===== src/pom_pkg.sv =====
/*
 * Constants, register map and carrier types of the position output mode logic.
 * Assumes one 50 MHz clock, a classic Wishbone master with 32-bit data,
 * and an interpolator core that supplies step, direction and test signals
 * on the same clock.
 */
// Functional notes
// - Commutation mode: ABZ on P pins, UVW on N
// - Counter mode: down, up, combined clocks on PA/NA/PB
// - Counter mode NB: low up, high down
// - Counter mode PZ high at index position
// - Counter mode NZ low at index position
// - Test mode edges every 90/45 degrees
// - Test mode: A8/B8 on PA/PB, A4/B4 on NA/NB
// - Test mode PZ carries raw unmasked index
// - Test mode NZ low while line check runs
// - Check error valid after second enabled index
// - Drivers enabled only in three output modes
// - Mode field selects every pin function
package pom_pkg;

    // ------------------------------------------------------------------
    // Mode codes
    // ------------------------------------------------------------------
    localparam logic [3:0] POM_MODE_QUAD    = 4'h0;   // Quadrature with index
    localparam logic [3:0] POM_MODE_SYSTEST = 4'hb;   // Digital system test
    localparam logic [3:0] POM_MODE_COMMUT  = 4'he;   // Quadrature plus commutation
    localparam logic [3:0] POM_MODE_COUNTER = 4'hf;   // Up/down counter control
    localparam logic [3:0] POM_MODE_RESET   = 4'h0;   // Mode after reset

    // ------------------------------------------------------------------
    // Register byte offsets
    // ------------------------------------------------------------------
    localparam logic [7:0] POM_REG_CTRL   = 8'h00;    // Mode field
    localparam logic [7:0] POM_REG_LINES  = 8'h04;    // Expected steps per index
    localparam logic [7:0] POM_REG_IRQST  = 8'h08;    // Sticky events, write one clears
    localparam logic [7:0] POM_REG_IRQMSK = 8'h0c;    // Event mask, same layout
    localparam logic [7:0] POM_REG_STATE  = 8'h10;    // Live block state

    // ------------------------------------------------------------------
    // Field layout and widths
    // ------------------------------------------------------------------
    localparam int         POM_LINES_W      = 16;     // Line counter width
    localparam logic [15:0] POM_LINES_RESET = 16'h0000;
    localparam int         POM_EV_INDEX     = 0;      // Enabled index seen
    localparam int         POM_EV_DONE      = 1;      // Line check finished
    localparam int         POM_EV_ERR       = 2;      // Line check mismatch
    localparam int         POM_EV_W         = 3;      // Number of events

    // ------------------------------------------------------------------
    // Timing
    // ------------------------------------------------------------------
    localparam int POM_CLK_MHZ     = 50;              // Core clock rate
    localparam int POM_PULSE_NS    = 40;              // Least low time of a count clock
    localparam int POM_PULSE_CYC_I = (POM_PULSE_NS * POM_CLK_MHZ + 999) / 1000;
    localparam logic [3:0] POM_PULSE_CYC = 4'(POM_PULSE_CYC_I);

    // ------------------------------------------------------------------
    // Carriers
    // ------------------------------------------------------------------
    typedef struct packed {
        logic pa;
        logic na;
        logic pb;
        logic nb;
        logic pz;
        logic nz;
    } pom_pins_type;

    typedef struct packed {
        logic a4;       // Resolution 4 channel A
        logic b4;       // Resolution 4 channel B
        logic a8;       // Resolution 8 channel A
        logic b8;       // Resolution 8 channel B
    } pom_test_type;

endpackage : pom_pkg


===== src/pom_output_mode.sv =====
/*
 * Output mode logic: maps interpolator signals onto the six output pins
 * by mode, generates up/down counter clocks, runs the line count check
 * and offers registers over classic Wishbone with an event interrupt.
 * Assumes step, direction, quadrature, commutation and index signals come
 * from logic on clk_i; the index enable arrives from a pin.
 */
// The register offsets and the Wishbone slave port were chosen for this implementation.
module pom_output_mode
    import pom_pkg::*;
(
    input  wire logic                clk_i,          // 50 MHz core clock
    input  wire logic                rst_i,          // Synchronous, active high
    // Wishbone classic slave
    input  wire logic                wb_cyc_i,
    input  wire logic                wb_stb_i,
    input  wire logic                wb_we_i,
    input  wire logic [7:0]          wb_adr_i,
    input  wire logic [3:0]          wb_sel_i,
    input  wire logic [31:0]         wb_dat_i,
    output logic      [31:0]         wb_dat_o,
    output logic                     wb_ack_o,
    // Interpolator side, same clock
    input  wire logic                step_i,         // One-cycle pulse per angle step
    input  wire logic                step_down_i,    // Direction of that step, 1 = down
    input  wire logic                quad_a_i,
    input  wire logic                quad_b_i,
    input  wire logic                quad_z_i,       // Gated index
    input  wire logic                comm_u_i,
    input  wire logic                comm_v_i,
    input  wire logic                comm_w_i,
    input  wire logic                raw_index_i,    // Index before gating
    input  wire pom_pkg::pom_test_type test_i,       // Resolution 4/8 test edges
    input  wire logic                index_enable_i, // Index enable pin, asynchronous
    // Pins
    output pom_pkg::pom_pins_type    pins_o,
    output logic                     pins_oe_o,      // Line drivers active
    output logic                     err_o,          // Check error, valid only when set
    output logic                     irq_o
);

    // ------------------------------------------------------------------
    // Registers and state
    // ------------------------------------------------------------------
    typedef enum logic [2:0] {
        POM_CHK_WAIT  = 3'b001,   // Waiting for first enabled index
        POM_CHK_COUNT = 3'b010,   // Counting steps up to second index
        POM_CHK_DONE  = 3'b100    // Result stands until reset
    } pom_chk_type;

    logic [3:0]             mode_q;                 // Selected mode
    logic [POM_LINES_W-1:0] lines_q;                // Expected steps per index
    logic [POM_EV_W-1:0]    irq_st_q;               // Sticky events
    logic [POM_EV_W-1:0]    irq_msk_q;              // Event enables
    logic [31:0]            dat_q;                  // Read data
    logic                   ack_q;                  // Bus answer
    logic [2:0]             en_sync_q;              // Pin synchroniser
    logic                   en_q;                   // Filtered enable
    logic                   idx_prev_q;             // Raw index last cycle
    pom_chk_type            chk_q;                  // Line check state
    pom_chk_type            chk_d;
    logic [POM_LINES_W-1:0] cnt_q;                  // Steps since first index
    logic                   chk_err_q;              // Mismatch found
    logic                   dir_q;                  // Direction held for the counter
    logic                   pend_q;                 // Step waiting one cycle for dir
    logic [3:0]             pulse_q;                // Remaining low cycles
    logic                   pulse_dn_q;             // Direction of pulse in flight
    pom_pins_type           pins_q;
    pom_pins_type           pins_d;
    logic                   oe_q;
    logic                   err_q;
    logic                   irq_q;

    // ------------------------------------------------------------------
    // Bus decode
    // ------------------------------------------------------------------
    wire        bus_req   = wb_cyc_i & wb_stb_i & ~ack_q;
    wire        bus_wr    = wb_cyc_i & wb_stb_i & wb_we_i & ack_q;  // Lands at the ack edge
    wire        hit_ctrl  = wb_adr_i == POM_REG_CTRL;
    wire        hit_lines = wb_adr_i == POM_REG_LINES;
    wire        hit_irqst = wb_adr_i == POM_REG_IRQST;
    wire        hit_msk   = wb_adr_i == POM_REG_IRQMSK;
    wire        hit_state = wb_adr_i == POM_REG_STATE;
    wire        wr_lane0  = bus_wr & wb_sel_i[0];
    wire        wr_lane1  = bus_wr & wb_sel_i[1];

    // ------------------------------------------------------------------
    // Mode decode
    // ------------------------------------------------------------------
    wire        m_quad    = mode_q == POM_MODE_QUAD;
    wire        m_comm    = mode_q == POM_MODE_COMMUT;
    wire        m_cnt     = mode_q == POM_MODE_COUNTER;
    wire        m_test    = mode_q == POM_MODE_SYSTEST;
    wire        drv_en    = m_quad | m_comm | m_cnt;

    // ------------------------------------------------------------------
    // Index edge and line check events
    // ------------------------------------------------------------------
    wire        idx_rise  = raw_index_i & ~idx_prev_q;
    wire        idx_ev    = idx_rise & en_q;                    // Enabled index only
    wire        chk_end   = (chk_q == POM_CHK_COUNT) & idx_ev;
    wire        cnt_match = cnt_q == lines_q;
    wire [POM_EV_W-1:0] ev_set = {chk_end & ~cnt_match, chk_end, idx_ev};

    // ------------------------------------------------------------------
    // Counter clock pulse
    // ------------------------------------------------------------------
    wire        pulse_on  = pulse_q != 4'h0;

    // Read data selection, unmapped addresses read zero
    wire [31:0] rd_data =
        hit_ctrl  ? {28'h0000000, mode_q} :
        hit_lines ? {16'h0000, lines_q} :
        hit_irqst ? {29'h0, irq_st_q} :
        hit_msk   ? {29'h0, irq_msk_q} :
        hit_state ? {16'h0000, cnt_q[14:0], 1'b0} |
                    {27'h0, chk_q == POM_CHK_COUNT, chk_q == POM_CHK_DONE,
                     chk_err_q, dir_q, drv_en} :
                    32'h00000000;

    // ------------------------------------------------------------------
    // Wishbone answer: one cycle after the request, dropped the next
    // ------------------------------------------------------------------
    always_ff @(posedge clk_i) begin
        if (rst_i) begin
            ack_q <= 1'b0;
            dat_q <= 32'h00000000;
        end else begin
            ack_q <= bus_req;
            dat_q <= bus_req ? rd_data : dat_q;
        end
    end

    // Configuration registers, byte lanes honoured
    always_ff @(posedge clk_i) begin
        if (rst_i) begin
            mode_q    <= POM_MODE_RESET;
            lines_q   <= POM_LINES_RESET;
            irq_msk_q <= '0;
        end else begin
            if (wr_lane0 & hit_ctrl) begin
                mode_q <= wb_dat_i[3:0];
            end
            if (wr_lane0 & hit_lines) begin
                lines_q[7:0] <= wb_dat_i[7:0];
            end
            if (wr_lane1 & hit_lines) begin
                lines_q[15:8] <= wb_dat_i[15:8];
            end
            if (wr_lane0 & hit_msk) begin
                irq_msk_q <= wb_dat_i[POM_EV_W-1:0];
            end
        end
    end

    // Sticky events: a new event wins over a clear in the same cycle
    always_ff @(posedge clk_i) begin
        if (rst_i) begin
            irq_st_q <= '0;
            irq_q    <= 1'b0;
        end else begin
            irq_st_q <= (irq_st_q & ~((wr_lane0 & hit_irqst) ?
                         wb_dat_i[POM_EV_W-1:0] : {POM_EV_W{1'b0}})) | ev_set;
            irq_q    <= |(irq_st_q & irq_msk_q);
        end
    end

    // ------------------------------------------------------------------
    // Index enable pin: three flip-flops, accept when last two agree
    // ------------------------------------------------------------------
    always_ff @(posedge clk_i) begin
        if (rst_i) begin
            en_sync_q <= 3'b000;
            en_q      <= 1'b0;
        end else begin
            en_sync_q <= {en_sync_q[1:0], index_enable_i};
            en_q      <= (en_sync_q[2] == en_sync_q[1]) ? en_sync_q[2] : en_q;
        end
    end

    // ------------------------------------------------------------------
    // Line count check between two enabled index pulses
    // ------------------------------------------------------------------
    always_comb begin
        chk_d = chk_q;
        unique case (chk_q)
            POM_CHK_WAIT:  chk_d = idx_ev ? POM_CHK_COUNT : POM_CHK_WAIT;
            POM_CHK_COUNT: chk_d = idx_ev ? POM_CHK_DONE : POM_CHK_COUNT;
            POM_CHK_DONE:  chk_d = POM_CHK_DONE;                // Restarts only on reset
            default:       chk_d = POM_CHK_WAIT;
        endcase
    end

    // Check state, step count and verdict
    always_ff @(posedge clk_i) begin
        if (rst_i) begin
            chk_q      <= POM_CHK_WAIT;
            cnt_q      <= '0;
            chk_err_q  <= 1'b0;
            idx_prev_q <= 1'b0;
        end else begin
            chk_q      <= chk_d;
            idx_prev_q <= raw_index_i;
            if (chk_q == POM_CHK_WAIT) begin
                cnt_q <= '0;
            end else if (chk_q == POM_CHK_COUNT && step_i) begin
                cnt_q <= cnt_q + 1'b1;
            end
            if (chk_end) begin
                chk_err_q <= ~cnt_match;
            end
        end
    end

    // ------------------------------------------------------------------
    // Counter clocks: direction first, low pulse one cycle later
    // ------------------------------------------------------------------
    // A step during a pulse still in flight restarts the pulse; the minimum
    // edge distance upstream is what keeps steps apart.
    always_ff @(posedge clk_i) begin
        if (rst_i) begin
            dir_q      <= 1'b0;
            pend_q     <= 1'b0;
            pulse_q    <= 4'h0;
            pulse_dn_q <= 1'b0;
        end else begin
            pend_q <= step_i;
            if (step_i) begin
                dir_q <= step_down_i;
            end
            if (pend_q) begin
                pulse_q    <= POM_PULSE_CYC;
                pulse_dn_q <= dir_q;
            end else if (pulse_on) begin
                pulse_q <= pulse_q - 4'h1;
            end
        end
    end

    // ------------------------------------------------------------------
    // Pin function by mode
    // ------------------------------------------------------------------
    always_comb begin
        pins_d = '0;
        if (m_comm) begin
            pins_d = '{pa: quad_a_i, na: comm_u_i, pb: quad_b_i,
                       nb: comm_v_i, pz: quad_z_i, nz: comm_w_i};
        end else if (m_cnt) begin
            pins_d.pa = ~(pulse_on & pulse_dn_q);
            pins_d.na = ~(pulse_on & ~pulse_dn_q);
            pins_d.pb = ~pulse_on;
            pins_d.nb = dir_q;
            pins_d.pz = quad_z_i;
            pins_d.nz = ~quad_z_i;
        end else if (m_test) begin
            pins_d = '{pa: test_i.a8, na: test_i.a4, pb: test_i.b8,
                       nb: test_i.b4, pz: raw_index_i,
                       nz: chk_q == POM_CHK_DONE};
        end else if (m_quad) begin
            pins_d = '{pa: quad_a_i, na: ~quad_a_i, pb: quad_b_i,
                       nb: ~quad_b_i, pz: quad_z_i, nz: ~quad_z_i};
        end
    end

    // Output flip-flops
    always_ff @(posedge clk_i) begin
        if (rst_i) begin
            pins_q <= '0;
            oe_q   <= 1'b0;
            err_q  <= 1'b0;
        end else begin
            pins_q <= pins_d;
            oe_q   <= drv_en;
            err_q  <= (chk_q == POM_CHK_DONE) & chk_err_q;
        end
    end

    assign pins_o    = pins_q;
    assign pins_oe_o = oe_q;
    assign err_o     = err_q;
    assign irq_o     = irq_q;
    assign wb_ack_o  = ack_q;
    assign wb_dat_o  = dat_q;
endmodule : pom_output_mode


===== config.mk =====
export PLATFORM = sky130hd
export DESIGN_NAME = pom_output_mode
export DESIGN_NICKNAME = d
export VERILOG_FILES = /design/src/pom_pkg.sv /design/src/pom_output_mode.sv
export SDC_FILE = /design/constraint.sdc
export NUM_CORES = 1
export LEC_CHECK = 0
export ABC_AREA = 1
export CAP_MARGIN = 20
export CORE_MARGIN = 1
export CORE_UTILIZATION = 37
export DETAILED_ROUTE_END_ITERATION = 8
export DONT_BUFFER_PORTS = 1
export GPL_TIMING_DRIVEN = 1
export PLACE_DENSITY = 0.52
export SYNTH_ARGS = -nofsm -noshare
export SYNTH_HDL_FRONTEND = slang
export SYNTH_SLANG_ARGS = --single-unit

===== constraint.sdc =====
create_clock -name clk_i -period 1.9 [get_ports clk_i]
set_input_delay 0.285 -clock clk_i [delete_from_list [all_inputs] [get_ports clk_i]]
set_output_delay 0.285 -clock clk_i [all_outputs]
set_load 0.005 [all_outputs]

== Word level (Yosys, flattened, before mapping) ==
Index checks and enable logic that the tools add are counted.

* Reduce and logical (&&, ||, !) cells: 8
* Muxes and demuxes: 15
* Bitwise gates (word level): 35
* $add $sub $neg: 2
* Equal/unequal tests: 12

{| class="wikitable"
|+ Operators with widths
! kind !! number
|-
| 2-to-1 mux 16 bit || 5
|-
| 2-to-1 mux 6 bit || 4
|-
| AND 1 bit || 18
|-
| adder 16 x 1 -> 16 bit (second input constant) || 1
|-
| equality test 16 bit || 1
|-
| equality test 8 x 4 -> 1 bit (second input constant) || 2
|-
| bitwise OR 16 x 5 -> 16 bit || 1
|-
| equality test 4 bit (second input constant) || 3
|-
| NOT 1 bit || 10
|-
| case mux 3 bit (3 select lines) || 1
|-
| equality test 8 x 3 -> 1 bit (second input constant) || 1
|-
| equality test 8 x 5 -> 1 bit (second input constant) || 1
|-
| zero test 8 bit || 1
|-
| AND 3 bit || 2
|-
| 2-to-1 mux 2 bit || 3
|-
| 2-to-1 mux 3 bit || 2
|-
| zero test 4 bit || 1
|-
| nonzero test 4 bit || 1
|-
| OR reduction 2 bit || 2
|-
| subtractor 4 x 1 -> 4 bit (second input constant) || 1
|-
| equality test 3 x 1 -> 1 bit (second input constant) || 1
|-
| equality test 3 x 2 -> 1 bit (second input constant) || 1
|-
| equality test 3 bit (second input constant) || 1
|-
| NOT 3 bit || 1
|-
| 6 further kinds || 7
|}

* Bits in registers: 100
* Input port bits: 63
* Logic and storage cells: 99

== Depth between registers and ports, before layout ==
Gate-level depths: netlist (run 1).

* Depth after elaboration: 9
* Mapped depth: 10
* Gate-level depth less buffers: 10

== Least setup slack after synthesis (run 1) ==
No wires, ideal clock.

* Kind: input to register
* Start point: in wb_adr_i[5]
* End point: reg lines_q[5]
* Path slack: 0.660 ns
* Data required time: 1.783 ns
* Cell stages on the path: 9
* Arrival time: 1.123 ns
* Cell sequence: inv_1 > nand2_1 > nor2_8 > nand2_4 > inv_4 > nand2_1 > buf_6 > o21ai_1 > a21oi_1

* Cells in the longest elaborated chain, start to end: 2

{| class="wikitable"
|+ Ends and longest elaborated chain
! item !! line !! RTL
|-
| from (decl) || pom_output_mode.sv:18 || <nowiki>input wire logic [7:0] wb_adr_i,</nowiki>
|-
| equality test 8 x 3 -> 1 bit || pom_output_mode.sv:80 || <nowiki>wire hit_lines = wb_adr_i == POM_REG_LINES;</nowiki>
|-
| AND 1 bit || pom_output_mode.sv:144 || <nowiki>if (wr_lane0 & hit_lines) begin</nowiki>
|-
| to (signal assigned) || pom_output_mode.sv:145 || <nowiki>lines_q[7:0] <= wb_dat_i[7:0];</nowiki>
|-
| to (decl) || pom_output_mode.sv:52 || <nowiki>logic [POM_LINES_W-1:0] lines_q;</nowiki>
|}

No other way between the ends.
A chain may end at the register's enable or synchronous reset.

== Final worst setup path (run 1) ==
* Start point: reg ack_q (netlist: wb_ack_o)
* End point: reg mode_q[0]

* Cells in the longest elaborated chain, start to end: 3

{| class="wikitable"
|+ Ends and longest elaborated chain
! item !! line !! RTL
|-
| from (decl) || pom_output_mode.sv:56 || <nowiki>logic ack_q;</nowiki>
|-
| from (signal assigned) || pom_output_mode.sv:129 || <nowiki>ack_q <= bus_req;</nowiki>
|-
| AND 1 bit || pom_output_mode.sv:78 || <nowiki>wire bus_wr = wb_cyc_i & wb_stb_i & wb_we_i & ack_q;</nowiki>
|-
| AND 1 bit || pom_output_mode.sv:84 || <nowiki>wire wr_lane0 = bus_wr & wb_sel_i[0];</nowiki>
|-
| AND 1 bit || pom_output_mode.sv:141 || <nowiki>if (wr_lane0 & hit_ctrl) begin</nowiki>
|-
| to (signal assigned) || pom_output_mode.sv:142 || <nowiki>mode_q <= wb_dat_i[3:0];</nowiki>
|-
| to (decl) || pom_output_mode.sv:51 || <nowiki>logic [3:0] mode_q;</nowiki>
|}

No other way between the ends.

==> impl_metrics.env, run 1 <==
export IMPL_switching_share_pct=22.3
export IMPL_cellPowerDensity_nw_per_um2=827
export IMPL_synth_seq_area_share_pct=39.6
export IMPL_setup_violations=0
export IMPL_max_clock_path_buffers=2
export IMPL_die_area_um2=11900
export IMPL_p_switching_uw=857
export IMPL_core_area_um2=11000
export IMPL_antenna_cells=0
export IMPL_synthSimpleGateAreaFrac_pct=31.6
export IMPL_worst_clock_skew_ns=0.00687
export IMPL_clk_pin_slew_ns=0.07
export IMPL_wire_per_inst_um=14.1
export IMPL_fillers=1168
export IMPL_area_growth_pct=9.66
export IMPL_utilization_pct=42.2
export IMPL_grt_overflow=0
export IMPL_drc=0
export IMPL_multi_input_area_um2=2140
export IMPL_netlist_instances=636
export IMPL_cts_sinks=84
export IMPL_port_buffers=0
export IMPL_postCtsHoldBufs=2
export IMPL_ys_warn_count=0
export IMPL_synth_fa_ha_area_share_pct=0.295
export IMPL_final_common_cell="nand2_1"
export IMPL_hold_viol=0
export IMPL_worst_pin_slew_ns=0.954
export IMPL_synth_compound_area_share_pct=14.0
export IMPL_synth_area_um2=4250
export IMPL_final_period_utilization_pct=82.6
export IMPL_vias=3796
export IMPL_combPwrFrac_pct=3.7
export IMPL_htree_levels=3
export IMPL_slew_headroom_pct=36.2
export IMPL_clock_latency_ns=0.34
export IMPL_fmax_ghz=0.638
export IMPL_start_util_pct=38.5
export IMPL_vias_per_cell=4.85
export IMPL_grt_pass1_wl_um=17700
export IMPL_clkPwrFrac_pct=49.4
export IMPL_post_cts_setup_buffer_count=0
export IMPL_fin_setup_tns_ns=0
export IMPL_ios=105
export IMPL_drv_cap=0
export IMPL_grt_max_degree=20
export IMPL_critical_path_class="flop to flop"
export IMPL_end_kind="flop"
export IMPL_min_period_ns=1.57
export IMPL_synth_mux_area_share_pct=0
export IMPL_dieHeight_um=109
export IMPL_seqPwrFrac_pct=46.8
export IMPL_gp_congestion=0.846
export IMPL_slew_violations=0
export IMPL_grt_setup_unrepaired="no"
export IMPL_first_pass_iters=5
export IMPL_grt_antenna_before_repair=0
export IMPL_worstPathMaxFanout=7
export IMPL_grtUsageTotal_pct=19.5
export IMPL_regArea_um2=1680
export IMPL_min_path_type="input pin to flop"
export IMPL_die_x_um=109
export IMPL_cts_root_buf="clkbuf_16"
export IMPL_synth_top_family_by_area="simple AND/OR/NAND/NOR gates"
export IMPL_cts_repair_resized=0
export IMPL_crit_required_ns=2.13
export IMPL_p_int_mw=2.99
export IMPL_start_kind="flop"
export IMPL_critPathArrivalTime_ns=1.79
export IMPL_ys_ff_latch=84
export IMPL_cts_buffers=9
export IMPL_synth_xor_area_share_pct=3.09
export IMPL_outcome="finished, final reports clean"
export IMPL_layout_common_cells="nand2_1 (170), nor2_1 (96), dfxtp_1 (84), inv_1 (61), a21oi_1 (49)"
export IMPL_drtAntennaViolNets=0
export IMPL_drt_iter0_markers=310
export IMPL_p_leak_nw=1.94
export IMPL_ys_types=34
export IMPL_avgSynthCellArea_um2=6.68
export IMPL_cts_tree="built"
export IMPL_ir_worst_vdd_mv=0.546
export IMPL_dp_hpwl_um=8150
export IMPL_rows=38
export IMPL_drive_above_1_share_pct=8.41
export IMPL_nets=701
export IMPL_grt_pass1_vias=3514
export IMPL_drt_total_wl_um=11000
[through the flow]
stage / hold slack [ns] / area (um2) / worst slack, ns / std cells / power [mW]
6_report: 0.0146 / 4660 / 0.331 / 782 / 3.85
5_1_grt: 0.00127 / 4660 / 0.168 / 782 / 4.00
3_5_place_dp: 0.354 / 4300 / 0.319 / 763 / 1.97
2_1_floorplan: 0.388 / 4300 / 0.660 / 651 / 1.98
3_3_place_gp: 0.353 / 4300 / 0.347 / 763 / 1.97
4_1_cts: 0.000273 / 4650 / 0.328 / 781 / 3.89
[power by group through the flow]
stage                     clock network (mW)  registers, mW  logic (mW)
after floorplan                            0           1.84       0.138
after global placement                     0           1.84       0.127
after detailed placement                   0           1.84       0.129
after CTS                               1.95           1.80       0.143
after global routing                    2.02           1.81       0.166
final                                   1.90           1.80       0.144
[routing by layer]
layer | part of all wire, % | vias to the layer above | track usage (%)
met4 | 1.3 | 0 | 5.69
met3 | 5.8 | 11 | 5.26
li1 | - | 1978 | -
met5 | 0 | - | 0
met2 | 45 | 92 | 31.5
met1 | 48 | 1715 | 25.3
[synthesized netlist by cell type (all sizes together)]
library cell  count  share of area (%)
nor3              4               0.47
nand4             7                1.0
xnor2             5                1.0
buf              25                4.3
conb              1              0.088
ha                1               0.29
clkbuf            8               0.71
o21ai            51                6.0
inv              71                6.3
nor2            106                 11
a21oi            57                7.4
xor2             10                2.1
dfxtp            84                 40
or2               1               0.15
nand3            27                3.3
nor4              1               0.15
nand2           173                 16
o2111ai           1               0.21
o211ai            1               0.18
a211oi            1               0.18
nand3b            1               0.18
[critical path: stages, from the launching register on]
cell and delay (ns):
dfxtp_1 0.36, nand4_1 0.22, nor2_1 0.29, buf_4 0.19
nand2_1 0.15, o21ai_0 0.20, a21oi_1 0.06
[state kept, by name (all words and copies together) (netlist names), 3 cells and up]
signal	cells
cnt_q	16
pins_o	6
en_sync_q	3
lines_q	16
irq_msk_q	3
chk_q	3
wb_dat_o	16
mode_q	4
pulse_q	4
irq_st_q	3
[worst paths after layout]
kind	startpoint	to	slack (ns)	cells past startpoint
setup / recovery	wb_ack_o$_SDFF_PP0_	mode_q[0]$_SDFFE_PP0P_	0.33	6
hold / removal	rst_i	chk_q[2]$_SDFF_PP0_	0.01	1
setup reg to reg	wb_ack_o$_SDFF_PP0_	mode_q[0]$_SDFFE_PP0P_	0.33	6
hold reg to reg	en_sync_q[0]$_SDFF_PP0_	en_sync_q[1]$_SDFF_PP0_	0.41	2
[logic make-up (layout without fill, tap and decap cells)]
family	count (synthesis)	count (layout)
XOR/XNOR	15	15
buffers and inverters	104	95
flip-flops	84	84
adder cells (fa/ha/maj)	1	1
AO/OA/AOI/OAI	111	111
AND/OR/NAND/NOR	320	320
other	1	16
[layout make-up]
| cell class | instances | area share, % |
|---|---|---|
| clock buffers | 9 | 4.83 |
| clock inverters | 7 | 2.12 |
| inverters | 71 | 5.77 |
| multi-input cells | 463 | 46.0 |
| flip-flops and latches | 84 | 36.1 |
| well taps | 140 | 3.76 |
| repair buffers | 8 | 1.45 |
No activity file was read; power rests on OpenSTA's default activity.
==> inputs of run 2 (changes only) <==
- ABC_AREA: 1 -> 0
- PLACE_DENSITY: 0.52 -> 0.54
- clock period: 1.9 -> 1.3 ns (I/O delays scaled with it)
==> impl_metrics.env, run 2 <==
export IMPL_final_common_cell="dfxtp_1"
export IMPL_cellPowerDensity_nw_per_um2=904
export IMPL_min_period_ns=1.57
export IMPL_wire_per_inst_um=16.1
export IMPL_start_kind="flop"
export IMPL_synth_area_um2=3950
export IMPL_multi_input_area_um2=2490
export IMPL_synth_mux_area_share_pct=7.64
export IMPL_final_area_um2=5360
export IMPL_fillers=949
export IMPL_hold_end="chk_q[1]$_SDFF_PP0_"
export IMPL_cts_root_buf="clkbuf_8"
export IMPL_area_growth_pct=35.8
export IMPL_drc=0
export IMPL_vias=3413
export IMPL_grt_setup_unrepaired="yes"
export IMPL_ys_types=58
export IMPL_start_util_pct=38.2
export IMPL_drt_total_wl_um=10600
export IMPL_ys_warn_count=0
export IMPL_first_pass_iters=4
export IMPL_synthSimpleGateAreaFrac_pct=21.6
export IMPL_yosys_area_top_type_share_pct=42.6
export IMPL_synth_edf_count=0
export IMPL_ys_flop_type="dfxtp_1"
export IMPL_synth_seq_area_share_pct=42.6
export IMPL_synth_area_leaders="dfxtp_1 (43%), mux2i_1 (7.4%), nor2_1 (6.4%)"
export IMPL_clock_latency_ns=0.36
export IMPL_reg2reg_slack_ns=-0.27
export IMPL_critical_path_class="flop to flop"
export IMPL_die_area_um2=11100
export IMPL_ir_worst_vdd_mv=0.515
export IMPL_avgSynthCellArea_um2=8.79
export IMPL_synth_top_family_by_area="simple AND/OR/NAND/NOR gates"
export IMPL_grt_antenna_before_repair=0
export IMPL_fin_ws_ns=-0.266
export IMPL_layout_common_cells="dfxtp_1 (73), nor2_1 (66), buf_4 (51), mux2i_1 (29), buf_6 (25)"
export IMPL_violations="negative hold slack, negative setup slack"
export IMPL_synth_area_leader_cell="dfxtp_1"
export IMPL_postSynth_asyncResetShare_pct=0
export IMPL_port_buffers=0
export IMPL_gp_congestion=0.787
export IMPL_setup_violations=50
export IMPL_worst_pin_slew_ns=0.500
export IMPL_worstPathMaxFanout=2
export IMPL_ios=105
export IMPL_regArea_um2=1700
export IMPL_ys_ff_latch=84
export IMPL_outcome="finished, violations left"
export IMPL_drtAntennaViolNets=0
export IMPL_cts_tree="built"
export IMPL_drive_above_1_share_pct=34.0
export IMPL_worstHoldStart="rst_i"
export IMPL_core_area_um2=10300
export IMPL_slew_violations=0
export IMPL_r2r_start="chk_q[1]$_SDFF_PP0_"
export IMPL_netlist_instances=449
export IMPL_max_clock_path_buffers=2
export IMPL_fmax_ghz=0.638
export IMPL_postCtsHoldBufs=7
export IMPL_dp_hpwl_um=7140
export IMPL_min_path_type="input pin to flop"
export IMPL_ys_top_cells_by_count="dfxtp_1 (84), nor2_1 (67), mux2i_1 (29), a21oi_1 (25)"
export IMPL_grtUsageTotal_pct=19.2
export IMPL_reg2reg_depth=6
export IMPL_hold_viol=60
export IMPL_reg2reg_to="wb_dat_o[3]$_SDFFE_PP0P_"
export IMPL_nets=580
export IMPL_drv_cap=0
export IMPL_htree_levels=3
export IMPL_yosysMostFrequentCell="dfxtp_1"
export IMPL_critPathArrivalTime_ns=1.87
export IMPL_hold_path_depth=1
export IMPL_utilization_pct=51.9
export IMPL_synth_fa_ha_area_share_pct=0.317
export IMPL_rows=37
export IMPL_vias_per_cell=5.19
export IMPL_cts_sinks=84
export IMPL_drt_iter0_markers=138
export IMPL_synth_xor_area_share_pct=6.88
export IMPL_grt_pass1_wl_um=16600
export IMPL_worst_clock_skew_ns=0.00767
export IMPL_grt_max_degree=71
export IMPL_synth_compound_area_share_pct=14.2
export IMPL_p_leak_nw=2.22
export IMPL_end_kind="flop"
export IMPL_clk_pin_slew_ns=0.09
export IMPL_dieHeight_um=105
export IMPL_place_area_um2=4520
export IMPL_grt_overflow=0
export IMPL_whs_ns=-0.0886
export IMPL_cts_buffers=9
export IMPL_die_x_um=105
export IMPL_final_period_utilization_pct=120
export IMPL_crit_required_ns=1.60
export IMPL_slew_headroom_pct=66.6
export IMPL_antenna_cells=0
export IMPL_grt_pass1_vias=3249
-- run 2: cell count changes after synthesis, sizes merged, moves of 16 or more --
cell / change
nand3: -18
nand2: -149
mux2i: +29
o21ai: -36
inv: -63
a21oi: -32
clkbuf: +16
nor2: -39
-- run 2: how the worst max path moves through the flow --
stage	cells past startpoint	startpoint	endpoint
2_1_floorplan	5	wb_adr_i[7]	lines_q[7]$_SDFFE_PP0P_
4_1_cts	6	chk_q[0]$_SDFF_PP1_	wb_dat_o[3]$_SDFFE_PP0P_
3_3_place_gp	5	wb_adr_i[7]	mode_q[0]$_SDFFE_PP0P_
6_report	6	chk_q[1]$_SDFF_PP0_	wb_dat_o[3]$_SDFFE_PP0P_
3_5_place_dp	5	wb_adr_i[7]	mode_q[2]$_SDFFE_PP0P_
5_1_grt	6	chk_q[1]$_SDFF_PP0_	wb_dat_o[3]$_SDFFE_PP0P_
-- run 2: critical path: stages, from the launching register on --
cell and delay (ns):
dfxtp_2 0.33, nor3b_2 0.18, buf_4 0.16, o22ai_4 0.07, a2bb2oi_2 0.14, or4_1 0.52
a21oi_2 0.12
-- run 2: power by group --
part           switching (mW)  internal (mW)
clock                   0.961           1.07
sequential             0.0182           2.60
combinational          0.0961         0.0955
total                    1.08           3.77
-- run 2: through the flow --
step,cells,worst slack (ns),total power [mW],TNS [ns]
final,657,-0.266,4.84,-3.95
after CTS,650,-0.241,4.88,-4.96
after global routing,657,-0.334,5.04,-8.53
after floorplan,464,-0.369,2.86,-13.03
after detailed placement,615,-0.418,2.83,-19.69
after global placement,615,-0.398,2.82,-18.45
-- run 2: repair_timing --
| action | CTS | global route |
|---|---|---|
| pin swaps | 32 | 41 |
| endpoints found under the setup margin | 63 | 67 |
| gates resized for setup | 57 | 42 |
| cloned | 1 | 1 |
| buffers inserted | 12 | 10 |
| endpoints found under the hold margin | 68 | 61 |
-- run 2: logic make-up (layout without fill, tap and decap cells) --
group / Yosys count / after routing
and+or+nand+nor: 165 / 165
AOI/OAI and AO/OA: 85 / 85
DFF: 84 / 84
buffers and inverters: 52 / 109
xor gates and xnor gates: 31 / 31
muxes: 30 / 30
adders and majority gates: 1 / 1
other: 1 / 16
-- run 2: metal layers --
metal	vias up	wire (um)	share of wire [%]	global-route usage, %
li1	1689	-	-	-
met1	1651	4860	46	25.0
met2	67	5160	49	31.1
met3	6	459	4.3	5.01
met4	0	107	1.0	5.53
met5	-	0	0	0
-- run 2: area by class of cell --
| cell class | instances | area share, % |
|---|---|---|
| Multi-Input combinational cell | 328 | 46.4 |
| Sequential cell | 84 | 31.7 |
| Inverter | 8 | 0.561 |
| Timing Repair Buffer | 85 | 14.2 |
| Tap cell | 136 | 3.18 |
| Clock inverter | 7 | 1.71 |
| Clock buffer | 9 | 2.31 |
==> inputs of run 3 (changes only) <==
- CORE_UTILIZATION: 37 -> 43
- PLACE_DENSITY: 0.54 -> 0.61
==> impl_metrics.env, run 3 (synthesized netlist as in run 2, its figures left out) <==
export IMPL_total_power_mw=4.85
export IMPL_hold_viol=60
export IMPL_cp_common_cell="buf_6"
export IMPL_cts_root_buf="clkbuf_8"
export IMPL_drt_iter0_markers=126
export IMPL_grt_pass1_wl_um=15900
export IMPL_nets=570
export IMPL_gp_congestion=0.830
export IMPL_drtAntennaViolNets=0
export IMPL_min_path_type="input pin to flop"
export IMPL_whs_ns=-0.0813
export IMPL_fillers=757
export IMPL_area_growth_pct=30.5
export IMPL_outcome="finished, violations left"
export IMPL_worst_path_buf_inv=2
export IMPL_grt_max_degree=71
export IMPL_postCtsHoldBufs=7
export IMPL_dieHeight_um=97.8
export IMPL_worst_clock_skew_ns=0.00827
export IMPL_cts_tree="built"
export IMPL_clk_pin_slew_ns=0.08
export IMPL_cellPowerDensity_nw_per_um2=942
export IMPL_grt_setup_unrepaired="yes"
export IMPL_instances_no_fill=619
export IMPL_worstPathMaxFanout=4
export IMPL_fin_ws_ns=-0.224
export IMPL_core_area_um2=8810
export IMPL_start_util_pct=44.8
export IMPL_dp_hpwl_um=6930
export IMPL_utilization_pct=58.5
export IMPL_place_area_um2=4450
export IMPL_worstHoldStart="rst_i"
export IMPL_use_met1_pct=28.1
export IMPL_critPathLaunch="chk_q[2]$_SDFF_PP0_"
export IMPL_crit_path_top_delay_cell="dfxtp_2"
export IMPL_antenna_cells=0
export IMPL_grtUsageTotal_pct=21.0
export IMPL_place_inst=583
export IMPL_end_kind="flop"
export IMPL_grtUsageMet3_pct=4.22
export IMPL_slew_violations=0
export IMPL_slowest_delay_ns=0.33
export IMPL_htree_levels=3
export IMPL_start_kind="flop"
export IMPL_violations="design-rule violations, negative hold slack, negative setup slack"
export IMPL_cts_buffers=9
export IMPL_clock_latency_ns=0.35
export IMPL_layout_common_cells="dfxtp_1 (74), nor2_1 (65), buf_4 (52), mux2i_1 (27), nand2_1 (22)"
export IMPL_r2r_start="chk_q[2]$_SDFF_PP0_"
export IMPL_fin_setup_tns_ns=-4.88
export IMPL_die_area_um2=9560
export IMPL_setup_violations=58
export IMPL_port_buffers=0
export IMPL_drive_above_1_share_pct=31.3
export IMPL_wire_per_inst_um=15.9
export IMPL_final_common_cell="dfxtp_1"
export IMPL_critPathArrivalTime_ns=1.82
export IMPL_grt_busiest_layer="met2"
export IMPL_drt_total_wl_um=9830
export IMPL_min_period_ns=1.52
export IMPL_first_pass_iters=7
export IMPL_grt_overflow=0
export IMPL_cts_sinks=84
export IMPL_drv_cap=0
export IMPL_ir_worst_vdd_mv=0.599
export IMPL_cp_depth=7
export IMPL_path_cells="buf_6 -> nor3b_4 -> buf_6 -> and2_4 -> nand2_4 -> or3_4 -> a21oi_2"
export IMPL_grt_antenna_before_repair=0
export IMPL_rows=34
export IMPL_final_area_um2=5150
export IMPL_crit_family="simple AND/OR/NAND/NOR gates"
export IMPL_final_period_utilization_pct=117
export IMPL_max_clock_path_buffers=2
export IMPL_hold_path_depth=1
export IMPL_crit_required_ns=1.59
export IMPL_post_place_ws_ns=-0.429
export IMPL_drc=20
export IMPL_critical_path_class="flop to flop"
export IMPL_vias=3336
export IMPL_grtUsageMet2_pct=32.9
export IMPL_die_x_um=97.8
export IMPL_vias_per_cell=5.39
export IMPL_grt_pass1_vias=3228
export IMPL_p_leak_nw=2.06
export IMPL_fmax_ghz=0.656
export IMPL_ios=105
export IMPL_reg2reg_depth=7
run 3: worst paths after layout:
check | to | slack (ns)
worst max-delay path | cnt_q[10]$_SDFFE_PP0P_ | -0.22
worst min register to register | wb_dat_o[3]$_SDFFE_PP0P_ | 0.48
worst min-delay path | pins_o[2]$_SDFF_PP0_ | -0.08
worst max register to register | cnt_q[10]$_SDFFE_PP0P_ | -0.22
run 3: area by class of cell:
class | instances | area [um2] | share of cell area [%]
multi-input cells | 328 | 2430 | 47.2
flip-flops and latches | 84 | 1690 | 32.9
repair buffers | 75 | 641 | 12.4
clock buffers | 12 | 145 | 2.82
well taps | 108 | 135 | 2.63
clock inverters | 4 | 72.6 | 1.41
inverters | 8 | 30.0 | 0.583
run 3: where the power goes:
part	leakage, nW	internal, mW	switching, mW
logic	1.27	0.0864	0.0946
clock network	0.107	1.13	0.915
registers	0.684	2.60	0.0178
run 3: routing by layer:
layer | up-vias | part of all wire (%)
li1 | 1669 | -
met1 | 1568 | 47
met2 | 82 | 46
met3 | 17 | 4.6
met4 | 0 | 2.0
met5 | - | 0
run 3: what timing repair did:
action	4_1_cts	5_1_grt
endpoints found under the setup margin	62	66
cloned	0	1
buffers inserted	7	7
pin swaps	34	39
endpoints found under the hold margin	68	61
gates resized for setup	35	40
